==> config.mk <==
export PLATFORM = sky130hd
export DESIGN_NAME = asr_receiver
export DESIGN_NICKNAME = d
export VERILOG_FILES = /design/src/rtl/asr_pkg.sv /design/src/rtl/asr_receiver.sv
export SDC_FILE = /design/constraint.sdc
export NUM_CORES = 1
export LEC_CHECK = 0
export BUFFER_PORTS_ARGS = -buffer_cell sky130_fd_sc_hd__clkbuf_2
export CORE_UTILIZATION = 40
export DETAILED_ROUTE_END_ITERATION = 8
export GPL_ROUTABILITY_DRIVEN = 0
export HOLD_SLACK_MARGIN = 0.02
export PLACE_DENSITY = 0.66
export RECOVER_POWER = 50
export REMOVE_ABC_BUFFERS = 1
export SYNTH_ARGS = -nofsm -noshare
export SYNTH_HDL_FRONTEND = slang
export SYNTH_SLANG_ARGS = --single-unit
==> constraint.sdc <==
create_clock -name mclk_i -period 5.1 [get_ports mclk_i]
set_clock_uncertainty 0.15 [all_clocks]
set_input_delay 0.51 -clock mclk_i [delete_from_list [all_inputs] [get_ports mclk_i]]
set_output_delay 0.51 -clock mclk_i [all_outputs]
set_load 0.05 [all_outputs]
==> src/rtl/asr_pkg.sv <==
// constants shared by the asynchronous serial receiver
// assumes an 8-bit register port with 3-bit addresses
package asr_pkg;

  // register addresses
  localparam logic [2:0] ADDR_CTRL_ONE   = 3'h0;
  localparam logic [2:0] ADDR_CTRL_TWO   = 3'h1;
  localparam logic [2:0] ADDR_STATUS     = 3'h2;
  localparam logic [2:0] ADDR_CTRL_THREE = 3'h3;
  localparam logic [2:0] ADDR_DATA       = 3'h4;
  localparam logic [2:0] ADDR_BAUD_HI    = 3'h5;
  localparam logic [2:0] ADDR_BAUD_LO    = 3'h6;

  // control one fields
  localparam int C1_NINE_BIT_MODE   = 4;
  localparam int C1_SLEEP_EXIT      = 3;
  localparam int C1_IDLE_COUNT_SEL  = 2;
  localparam int C1_IDLE_IN_SLEEP   = 1;
  // control two fields
  localparam int C2_RX_ENABLE       = 2;
  localparam int C2_RX_SLEEP        = 1;
  // status one fields
  localparam int S1_RX_FULL         = 5;
  localparam int S1_IDLE            = 4;
  localparam int S1_OVERRUN         = 3;
  localparam int S1_NOISE           = 2;
  localparam int S1_FRAMING         = 1;
  // control three fields
  localparam int C3_NINTH_BIT       = 7;
  localparam int C3_RX_INVERT       = 4;
  // baud divisor split
  localparam int BAUD_HI_BITS       = 5;

  // reset values
  localparam logic [12:0] BAUD_RESET = 13'h0000;

  // sample slot numbers within one bit time
  localparam logic [4:0] RT_FIRST   = 5'h01;
  localparam logic [4:0] RT_START_A = 5'h03;
  localparam logic [4:0] RT_START_B = 5'h05;
  localparam logic [4:0] RT_START_C = 5'h07;
  localparam logic [4:0] RT_MID_A   = 5'h08;
  localparam logic [4:0] RT_MID_B   = 5'h09;
  localparam logic [4:0] RT_MID_C   = 5'h0A;
  localparam logic [4:0] RT_LAST    = 5'h10;

  // frame geometry: index of the stop bit and of the first data bit
  localparam logic [3:0] STOP_IDX_8 = 4'h9;
  localparam logic [3:0] STOP_IDX_9 = 4'hA;
  localparam logic [3:0] FIRST_DATA = 4'h1;
  // idle character length in sample ticks (bits times sixteen)
  localparam logic [7:0] IDLE_TICKS_8 = 8'hA0;
  localparam logic [7:0] IDLE_TICKS_9 = 8'hB0;
  // edge detector history that precedes a falling edge
  localparam logic [2:0] EDGE_ONES  = 3'h7;

  // receiver sequencer states
  typedef enum logic [1:0] {
    ASR_HUNT  = 2'b00,
    ASR_START = 2'b01,
    ASR_BITS  = 2'b10
  } asr_rx_state_e;

endpackage

==> src/rtl/asr_receiver.sv <==
// asynchronous serial receiver with sleep and wakeup
// assumes a synchronous receive input and a one-cycle register port
//
// Design decisions made here: strobed register access and the register addresses.
`timescale 1ns/10ps
`default_nettype none

module asr_receiver #(
  parameter int BAUD_W = 13
) (
  input  wire logic       mclk_i,
  input  wire logic       rst_i,
  input  wire logic       rx_i,
  input  wire logic [2:0] addr_i,
  input  wire logic [7:0] wdata_i,
  input  wire logic       wr_i,
  input  wire logic       rd_i,
  output logic      [7:0] rdata_o
);

  logic              nine_bit_mode_reg;
  logic              sleep_exit_method_reg;
  logic              idle_count_start_select_reg;
  logic              idle_flag_in_sleep_reg;
  logic              receiver_enable_reg;
  logic              rx_sleep_reg;
  logic              rx_invert_reg;
  logic [BAUD_W-1:0] baud_div_reg;
  logic [BAUD_W-1:0] baud_cnt_reg;
  logic [BAUD_W-1:0] baud_cnt_next;
  logic              rx_on;
  logic              rt_tick;
  logic              rxd;
  logic              edge_seen;
  logic [2:0]        edge_hist_reg;
  asr_pkg::asr_rx_state_e state_reg;
  logic [4:0]        rt_reg;
  logic [4:0]        slot;
  logic [3:0]        bit_idx_reg;
  logic [3:0]        stop_idx;
  logic [1:0]        samp_reg;
  logic              noise_reg;
  logic [8:0]        shift_reg;
  logic              bit_vote;
  logic              bit_noisy;
  logic              start_ok;
  logic              decide;
  logic              new_bit;
  logic              frame_done;
  logic              msb_decide;
  logic              is_break;
  logic              framing;
  logic              flags_ok;
  logic              xfer;
  logic              overrun_set;
  logic [7:0]        idle_cnt_reg;
  logic [7:0]        idle_target;
  logic              idle_hold;
  logic              idle_event;
  logic              idle_armed_reg;
  logic              idle_set;
  logic              wake_idle;
  logic              wake_addr;
  logic              rx_buffer_full_flag_reg;
  logic              idle_flag_reg;
  logic              overrun_flag_reg;
  logic              noise_flag_reg;
  logic              framing_error_flag_reg;
  logic [7:0]        rx_data_reg;
  logic              rx_ninth_bit_reg;
  logic [4:0]        clr_armed_reg;
  logic [4:0]        clr_now;
  logic [4:0]        flags_now;
  logic              rd_data;
  logic              rd_status;
  logic [7:0]        rd_val;

  // register port write decode
  always_ff @(posedge mclk_i or posedge rst_i)
  begin
    if (rst_i)
    begin
      nine_bit_mode_reg           <= 1'b0;
      sleep_exit_method_reg       <= 1'b0;
      idle_count_start_select_reg <= 1'b0;
      idle_flag_in_sleep_reg      <= 1'b0;
      receiver_enable_reg         <= 1'b0;
      rx_invert_reg               <= 1'b0;
      baud_div_reg                <= asr_pkg::BAUD_RESET;
    end
    else if (wr_i)
    begin
      if (addr_i == asr_pkg::ADDR_CTRL_ONE)
      begin
        nine_bit_mode_reg           <= wdata_i[asr_pkg::C1_NINE_BIT_MODE];
        sleep_exit_method_reg       <= wdata_i[asr_pkg::C1_SLEEP_EXIT];
        idle_count_start_select_reg <= wdata_i[asr_pkg::C1_IDLE_COUNT_SEL];
        idle_flag_in_sleep_reg      <= wdata_i[asr_pkg::C1_IDLE_IN_SLEEP];
      end
      else if (addr_i == asr_pkg::ADDR_CTRL_TWO)
      begin
        receiver_enable_reg <= wdata_i[asr_pkg::C2_RX_ENABLE];
      end
      else if (addr_i == asr_pkg::ADDR_CTRL_THREE)
      begin
        rx_invert_reg <= wdata_i[asr_pkg::C3_RX_INVERT];
      end
      else if (addr_i == asr_pkg::ADDR_BAUD_HI)
      begin
        baud_div_reg[BAUD_W-1:8] <= wdata_i[asr_pkg::BAUD_HI_BITS-1:0];
      end
      else if (addr_i == asr_pkg::ADDR_BAUD_LO)
      begin
        baud_div_reg[7:0] <= wdata_i;
      end
    end
  end

  // sixteen-times baud tick from the bus clock divider
  assign rx_on = receiver_enable_reg && (baud_div_reg != '0);
  assign baud_cnt_next = baud_cnt_reg + 1'b1;
  assign rt_tick = rx_on && (baud_cnt_next == baud_div_reg);

  always_ff @(posedge mclk_i or posedge rst_i)
  begin
    if (rst_i)
      baud_cnt_reg <= '0;
    else if (!rx_on || rt_tick)
      baud_cnt_reg <= '0;
    else
      baud_cnt_reg <= baud_cnt_next;
  end

  // input polarity and edge detection
  assign rxd = rx_i ^ rx_invert_reg;
  assign edge_seen = (edge_hist_reg == asr_pkg::EDGE_ONES) && !rxd;

  // slot following the one last sampled, wrapping after sixteen
  assign slot = (rt_reg == asr_pkg::RT_LAST) ? asr_pkg::RT_FIRST
                                             : 5'(rt_reg + 5'h01);
  assign stop_idx = nine_bit_mode_reg ? asr_pkg::STOP_IDX_9
                                      : asr_pkg::STOP_IDX_8;

  // majority of the two stored samples and the present one
  assign bit_vote = (samp_reg[0] & samp_reg[1]) |
                    (samp_reg[0] & rxd) | (samp_reg[1] & rxd);
  assign bit_noisy = !((samp_reg[0] == rxd) && (samp_reg[1] == rxd));
  // at slot 7 at most one of the three start samples may be high
  assign start_ok = !bit_vote;

  assign decide = rt_tick && (state_reg == asr_pkg::ASR_BITS) &&
                  (slot == asr_pkg::RT_MID_C);
  assign new_bit = (slot == asr_pkg::RT_FIRST) ||
                   (edge_seen && (slot >= asr_pkg::RT_MID_C));
  assign frame_done = decide && (bit_idx_reg == stop_idx);
  assign msb_decide = decide && (bit_idx_reg == 4'(stop_idx - 4'h1));
  assign is_break = !bit_vote &&
                    (nine_bit_mode_reg ? (shift_reg == 9'h000)
                                       : (shift_reg[8:1] == 8'h00));
  assign framing = frame_done && !bit_vote;

  // receive sequencer: start check, bit sampling, resync
  always_ff @(posedge mclk_i or posedge rst_i)
  begin
    if (rst_i)
    begin
      state_reg   <= asr_pkg::ASR_HUNT;
      rt_reg      <= asr_pkg::RT_FIRST;
      bit_idx_reg <= 4'h0;
      samp_reg    <= 2'h0;
      noise_reg   <= 1'b0;
      shift_reg   <= 9'h000;
    end
    else if (!rx_on)
    begin
      state_reg <= asr_pkg::ASR_HUNT;
    end
    else if (rt_tick)
    begin
      case (state_reg)
        asr_pkg::ASR_HUNT:
        begin
          if (edge_seen)
          begin
            state_reg   <= asr_pkg::ASR_START;
            rt_reg      <= asr_pkg::RT_FIRST;
            bit_idx_reg <= 4'h0;
            noise_reg   <= 1'b0;
            samp_reg    <= 2'h0;
          end
        end
        asr_pkg::ASR_START:
        begin
          rt_reg <= slot;
          if (slot == asr_pkg::RT_START_A || slot == asr_pkg::RT_MID_A)
            samp_reg[0] <= rxd;
          else if (slot == asr_pkg::RT_START_B ||
                   slot == asr_pkg::RT_MID_B)
            samp_reg[1] <= rxd;
          else if (slot == asr_pkg::RT_START_C)
          begin
            if (!start_ok)
              state_reg <= asr_pkg::ASR_HUNT;
            else if (samp_reg != 2'h0 || rxd)
              noise_reg <= 1'b1;
          end
          else if (slot == asr_pkg::RT_MID_C)
          begin
            // start level stays 0 whatever the mid samples say
            if (samp_reg != 2'h0 || rxd)
              noise_reg <= 1'b1;
          end
          else if (slot == asr_pkg::RT_LAST)
          begin
            // the next slot 1 steps the index up to the first data bit
            state_reg   <= asr_pkg::ASR_BITS;
            bit_idx_reg <= 4'(asr_pkg::FIRST_DATA - 4'h1);
          end
        end
        asr_pkg::ASR_BITS:
        begin
          // a falling edge marks the start of a bit time
          rt_reg <= edge_seen ? asr_pkg::RT_FIRST : slot;
          if (new_bit && bit_idx_reg != stop_idx)
          begin
            bit_idx_reg <= 4'(bit_idx_reg + 4'h1);
          end
          if (edge_seen && slot < asr_pkg::RT_MID_C)
            samp_reg <= 2'h0;
          else if (slot == asr_pkg::RT_MID_A)
            samp_reg[0] <= rxd;
          else if (slot == asr_pkg::RT_MID_B)
            samp_reg[1] <= rxd;
          else if (slot == asr_pkg::RT_MID_C)
          begin
            if (bit_noisy)
              noise_reg <= 1'b1;
            if (bit_idx_reg == stop_idx)
              state_reg <= asr_pkg::ASR_HUNT;
            else
              shift_reg <= {bit_vote, shift_reg[8:1]};
          end
        end
        default:
          state_reg <= asr_pkg::ASR_HUNT;
      endcase
    end
  end

  // edge detector history, preloaded after a non-break framing error
  always_ff @(posedge mclk_i or posedge rst_i)
  begin
    if (rst_i)
      edge_hist_reg <= 3'h0;
    else if (!rx_on)
      edge_hist_reg <= 3'h0;
    else if (rt_tick)
    begin
      if (framing && !is_break)
        edge_hist_reg <= asr_pkg::EDGE_ONES;
      else
        edge_hist_reg <= {edge_hist_reg[1:0], rxd};
    end
  end

  // idle line counter in sample ticks
  assign idle_target = nine_bit_mode_reg ? asr_pkg::IDLE_TICKS_9
                                         : asr_pkg::IDLE_TICKS_8;
  assign idle_hold = !rxd ||
    (idle_count_start_select_reg && state_reg != asr_pkg::ASR_HUNT);
  assign idle_event = rt_tick && !idle_hold &&
                      (8'(idle_cnt_reg + 8'h01) == idle_target);

  always_ff @(posedge mclk_i or posedge rst_i)
  begin
    if (rst_i)
      idle_cnt_reg <= 8'h00;
    else if (!rx_on)
      idle_cnt_reg <= 8'h00;
    else if (rt_tick)
    begin
      if (idle_hold)
        idle_cnt_reg <= 8'h00;
      else if (idle_cnt_reg != idle_target)
        idle_cnt_reg <= 8'(idle_cnt_reg + 8'h01);
    end
  end

  // wakeup from sleep
  assign wake_idle = idle_event && !sleep_exit_method_reg &&
                     rx_sleep_reg;
  assign wake_addr = msb_decide && sleep_exit_method_reg &&
                     rx_sleep_reg && bit_vote;

  always_ff @(posedge mclk_i or posedge rst_i)
  begin
    if (rst_i)
      rx_sleep_reg <= 1'b0;
    else if (wr_i && addr_i == asr_pkg::ADDR_CTRL_TWO)
      rx_sleep_reg <= wdata_i[asr_pkg::C2_RX_SLEEP];
    else if (wake_idle || wake_addr)
      rx_sleep_reg <= 1'b0;
  end

  // character transfer decisions
  assign flags_ok = !rx_sleep_reg;
  assign xfer = frame_done && flags_ok && !framing_error_flag_reg &&
                !rx_buffer_full_flag_reg;
  assign overrun_set = frame_done && flags_ok &&
                       !framing_error_flag_reg &&
                       rx_buffer_full_flag_reg;
  assign idle_set = idle_event && idle_armed_reg &&
                    (!rx_sleep_reg || idle_flag_in_sleep_reg);

  // receive data buffer and ninth bit
  always_ff @(posedge mclk_i or posedge rst_i)
  begin
    if (rst_i)
    begin
      rx_data_reg      <= 8'h00;
      rx_ninth_bit_reg <= 1'b0;
    end
    else if (xfer)
    begin
      rx_data_reg <= nine_bit_mode_reg ? shift_reg[7:0]
                                       : shift_reg[8:1];
      if (nine_bit_mode_reg)
        rx_ninth_bit_reg <= shift_reg[8];
    end
  end

  // two-access clear: status read arms, data read clears
  assign rd_status = rd_i && (addr_i == asr_pkg::ADDR_STATUS);
  assign rd_data = rd_i && (addr_i == asr_pkg::ADDR_DATA);
  assign flags_now = {rx_buffer_full_flag_reg, idle_flag_reg,
                      overrun_flag_reg, noise_flag_reg,
                      framing_error_flag_reg};
  assign clr_now = rd_data ? clr_armed_reg : 5'h00;

  always_ff @(posedge mclk_i or posedge rst_i)
  begin
    if (rst_i)
      clr_armed_reg <= 5'h00;
    else if (rd_status)
      clr_armed_reg <= flags_now;
    else if (rd_data)
      clr_armed_reg <= 5'h00;
  end

  // status flags, a set in the clearing cycle wins
  always_ff @(posedge mclk_i or posedge rst_i)
  begin
    if (rst_i)
    begin
      rx_buffer_full_flag_reg <= 1'b0;
      idle_flag_reg           <= 1'b0;
      overrun_flag_reg        <= 1'b0;
      noise_flag_reg          <= 1'b0;
      framing_error_flag_reg  <= 1'b0;
    end
    else
    begin
      rx_buffer_full_flag_reg <= xfer ||
        (rx_buffer_full_flag_reg && !clr_now[4]);
      idle_flag_reg <= idle_set || (idle_flag_reg && !clr_now[3]);
      overrun_flag_reg <= overrun_set ||
        (overrun_flag_reg && !clr_now[2]);
      noise_flag_reg <= (xfer && (noise_reg || bit_noisy)) ||
        (noise_flag_reg && !clr_now[1]);
      framing_error_flag_reg <= (xfer && framing) ||
        (framing_error_flag_reg && !clr_now[0]);
    end
  end

  // idle flag may set again only after a new character
  always_ff @(posedge mclk_i or posedge rst_i)
  begin
    if (rst_i)
      idle_armed_reg <= 1'b0;
    else if (xfer)
      idle_armed_reg <= 1'b1;
    else if (idle_set)
      idle_armed_reg <= 1'b0;
  end

  // read value mux
  always_comb
  begin
    rd_val = 8'h00;
    if (addr_i == asr_pkg::ADDR_CTRL_ONE)
    begin
      rd_val[asr_pkg::C1_NINE_BIT_MODE]  = nine_bit_mode_reg;
      rd_val[asr_pkg::C1_SLEEP_EXIT]     = sleep_exit_method_reg;
      rd_val[asr_pkg::C1_IDLE_COUNT_SEL] = idle_count_start_select_reg;
      rd_val[asr_pkg::C1_IDLE_IN_SLEEP]  = idle_flag_in_sleep_reg;
    end
    else if (addr_i == asr_pkg::ADDR_CTRL_TWO)
    begin
      rd_val[asr_pkg::C2_RX_ENABLE] = receiver_enable_reg;
      rd_val[asr_pkg::C2_RX_SLEEP]  = rx_sleep_reg;
    end
    else if (addr_i == asr_pkg::ADDR_STATUS)
    begin
      rd_val[asr_pkg::S1_RX_FULL] = rx_buffer_full_flag_reg;
      rd_val[asr_pkg::S1_IDLE]    = idle_flag_reg;
      rd_val[asr_pkg::S1_OVERRUN] = overrun_flag_reg;
      rd_val[asr_pkg::S1_NOISE]   = noise_flag_reg;
      rd_val[asr_pkg::S1_FRAMING] = framing_error_flag_reg;
    end
    else if (addr_i == asr_pkg::ADDR_CTRL_THREE)
    begin
      rd_val[asr_pkg::C3_NINTH_BIT] = rx_ninth_bit_reg;
      rd_val[asr_pkg::C3_RX_INVERT] = rx_invert_reg;
    end
    else if (addr_i == asr_pkg::ADDR_DATA)
    begin
      rd_val = rx_data_reg;
    end
    else if (addr_i == asr_pkg::ADDR_BAUD_HI)
    begin
      rd_val[asr_pkg::BAUD_HI_BITS-1:0] = baud_div_reg[BAUD_W-1:8];
    end
    else if (addr_i == asr_pkg::ADDR_BAUD_LO)
    begin
      rd_val = baud_div_reg[7:0];
    end
  end

  // read data stand only in the cycle after the strobe
  always_ff @(posedge mclk_i or posedge rst_i)
  begin
    if (rst_i)
      rdata_o <= 8'h00;
    else if (rd_i)
      rdata_o <= rd_val;
    else
      rdata_o <= 8'h00;
  end

endmodule

`default_nettype wire

==> metrics.yaml <==
status:
  status: "finished, violations left"
  violations: "max-capacitance violations, max-slew violations"
critical_path:
  critPathKind: "reg -> reg"
  path_cells: "ha_1 > nand2_1 > nor4_1 > xnor3_1 > o2111ai_1 > a2111o_1 > nor4_2 > buf_4 > mux2_1"
  crit_path_start_kind: "flop"
  worst_ep_required_time_ns: 5.18
  slowest_stage: "a2111o_1"
  crit_buf_inv: 1
  critPathMaxFanout: 24
  arrival_ns: 3.75
  critPathCaptureType: "flop"
  path_delay_family: "simple AND/OR/NAND/NOR gates"
  max_stage_delay_ns: 0.72
cells_and_area:
  diodes: 0
  drive_above_1_share: 0.150
  nets: 632
  area_growth_syn_to_layout_pct: 10.2
logic_synthesis:
  ys.warnings.count: 0
  synth_fa_ha_area_frac: 0.0346
  ys_ff_latch: 95
  avgSynthCellArea_um2: 9.71
  synth_top_family_by_area: "simple AND/OR/NAND/NOR gates"
  synthMuxAreaShare: 0.130
  synth.distinct_cells: 70
  netlist_area_mm2: 0.00579
  synth-simple-area-share: 0.202
  yosysSeqAreaShare: 0.411
  synth_top_area_cell: "dfrtp_1"
  synthXorXnorAreaFrac: 0.0471
  async_reset_ff_frac: 1.00
  yosys-top-cells-count: "94 x dfrtp_1, 57 x nand2_1, 43 x mux2_2"
  synth.most_common_cell: "dfrtp_1"
  synth_compound_area_frac: 0.136
  synth_edf_count: 0
  synth_ff_type: "dfrtp_1"
  synthTopCellsByArea: "dfrtp_1 41%, mux2_2 8.4%, nand2_1 3.7%"
  synth_top_area_frac: 0.406
  syn-instance-count: 596
floorplan:
  initial_core_util: 0.414
  dieArea_mm2: 0.0150
  die_h_um: 122
  fp.dieW_um: 122
  ioPinCount: 24
  core_mm2: 0.0140
  rows: 43
route:
  vias_per_cell: 5.75
  vias: 4517
  firstDrtPassIters: 5
  post_drt_wl_per_cell_um: 17.0
  drt_first_iter_violations: 450
  drcViolationCount: 0
  wl_mm: 13.3
  ant_nets: 0
timing:
  fin_crit_sh: 0.720
  slew_violations: 38
  rsz0062_at_grt: "false"
  holdWs_ns: 0.245
  fmax_ghz: 0.272
  timing.setup.tns_ns: 0
  layout_setup_ws_ns: 1.43
  hold_viol_final: 0
  finalSetupViolations: 0
  slew_headroom: -0.0860
  tightestPinTransition_ns: 1.62
  period_needed_ns: 3.67
global_route:
  antenna_found_initial: 0
  grt.overflow.total: 0
  grt_pass1_wl_mm: 21.7
  track_usage: 0.186
  grt_max_degree: 60
  grt_pass1_vias: 4283
clocking:
  insertion_delay_ns: 0.36
  cts_root_buf: "clkbuf_16"
  tritoncts: "yes"
  numClockSinks: 95
  cts_made_buffers: 9
  hold_buffers: 0
  h-tree-depth: 3
  clk_pin_slew_ns: 0.06
  clock_path_buffers: 2
  cts_setup_buffers: 0
  cts_resized: 0
hold_path:
  min_path_type: "in -> reg"
power:
  p_leak_nw: 2.71
  ir_drop_uv: 197
  power.density_mw_per_mm2: 315
place:
  port_buffers: 23
  dp_hpwl_mm: 9.43
  dp_slack_ns: 1.44
run:
  cap_violations: 2
## area by class of cell
type | count | area [µm²]
Clock buffer | 9 | 225
Multi-Input combinational cell | 446 | 3190
Clock inverter | 7 | 143
Sequential cell | 95 | 2380
Tap cell | 180 | 225
Fill cell | 1307 | 7610
Inverter | 21 | 80.1
Timing Repair Buffer | 27 | 131
## worst paths after layout
kind | startpoint | endpoint | slack, ns | depth (start not counted)
worst max-delay path | baud_cnt_reg[0] | rx_data_reg[7] | 1.43 | 9
max in group asynchronous | rst_i | baud_cnt_reg[1] | 2.34 | 3
worst min register to register | idle_armed_reg | idle_armed_reg | 0.33 | 1
worst max register to register | baud_cnt_reg[0] | rx_data_reg[7] | 1.43 | 9
min in group asynchronous | rst_i | clr_armed_reg[3] | 0.36 | 2
worst min-delay path | wdata_i[6] | baud_div_reg[6] | 0.25 | 2
## layer usage
metal / vias to the layer above / GRT usage / part of all wire
met1: 2235 / 0.260 / 0.49
met5: - / 0 / 0
li1: 2173 / - / -
met3: 14 / 0.0228 / 0.032
met2: 95 / 0.291 / 0.46
met4: 0 / 0.0747 / 0.019
## stage by stage
| stage | cells | util | power [mW] | area, µm² |
|---|---|---|---|---|
| 6_report | 785 | 0.456 | 2.01 | 6380 |
| 5_1_grt | 785 | 0.456 | 2.09 | 6380 |
| 4_1_cts | 785 | 0.457 | 2.02 | 6390 |
| 3_5_place_dp | 769 | 0.431 | 1.19 | 6020 |
| 3_3_place_gp | 769 | 0.431 | 1.18 | 6020 |
| 2_1_floorplan | 562 | - | 1.08 | 5640 |
## cells by family (layout without fill, tap and decap cells)
kind of cell,after synthesis,after routing
DFF,95,95
AOI/OAI and AO/OA,111,111
adders and majority gates,16,16
muxes,69,69
buffers and inverters,55,64
xor gates and xnor gates,28,28
and+or+nand+nor,222,222
## cell usage in the layout (no fill, tap or decap), types with 10 or more instances in the layout
cell      Yosys  layout
nand2_1      57      57
nand3_1      20      20
o21ai_0      26      26
inv_1        21      20
nor2b_1      16      16
nor3_1       10      10
dfrtp_1      94      94
mux2i_1      19      19
nor2_1       41      41
xor2_1       14      14
and3_1       10      10
mux2_2       43      43
xnor2_1      12      12
nor4_1       16      15
a21oi_1      11      11
o211ai_1     10      10
clkbuf_2      0      15
ha_1         16      16
## report_power, final
group	internal (mW)	leakage (nW)	switching [mW]
Combinational	0.118	1.28	0.171
Clock	0.530	0.180	0.302
Sequential	0.809	1.25	0.0780
Total	1.46	2.71	0.551
Power figures use the tool's default switching activity.
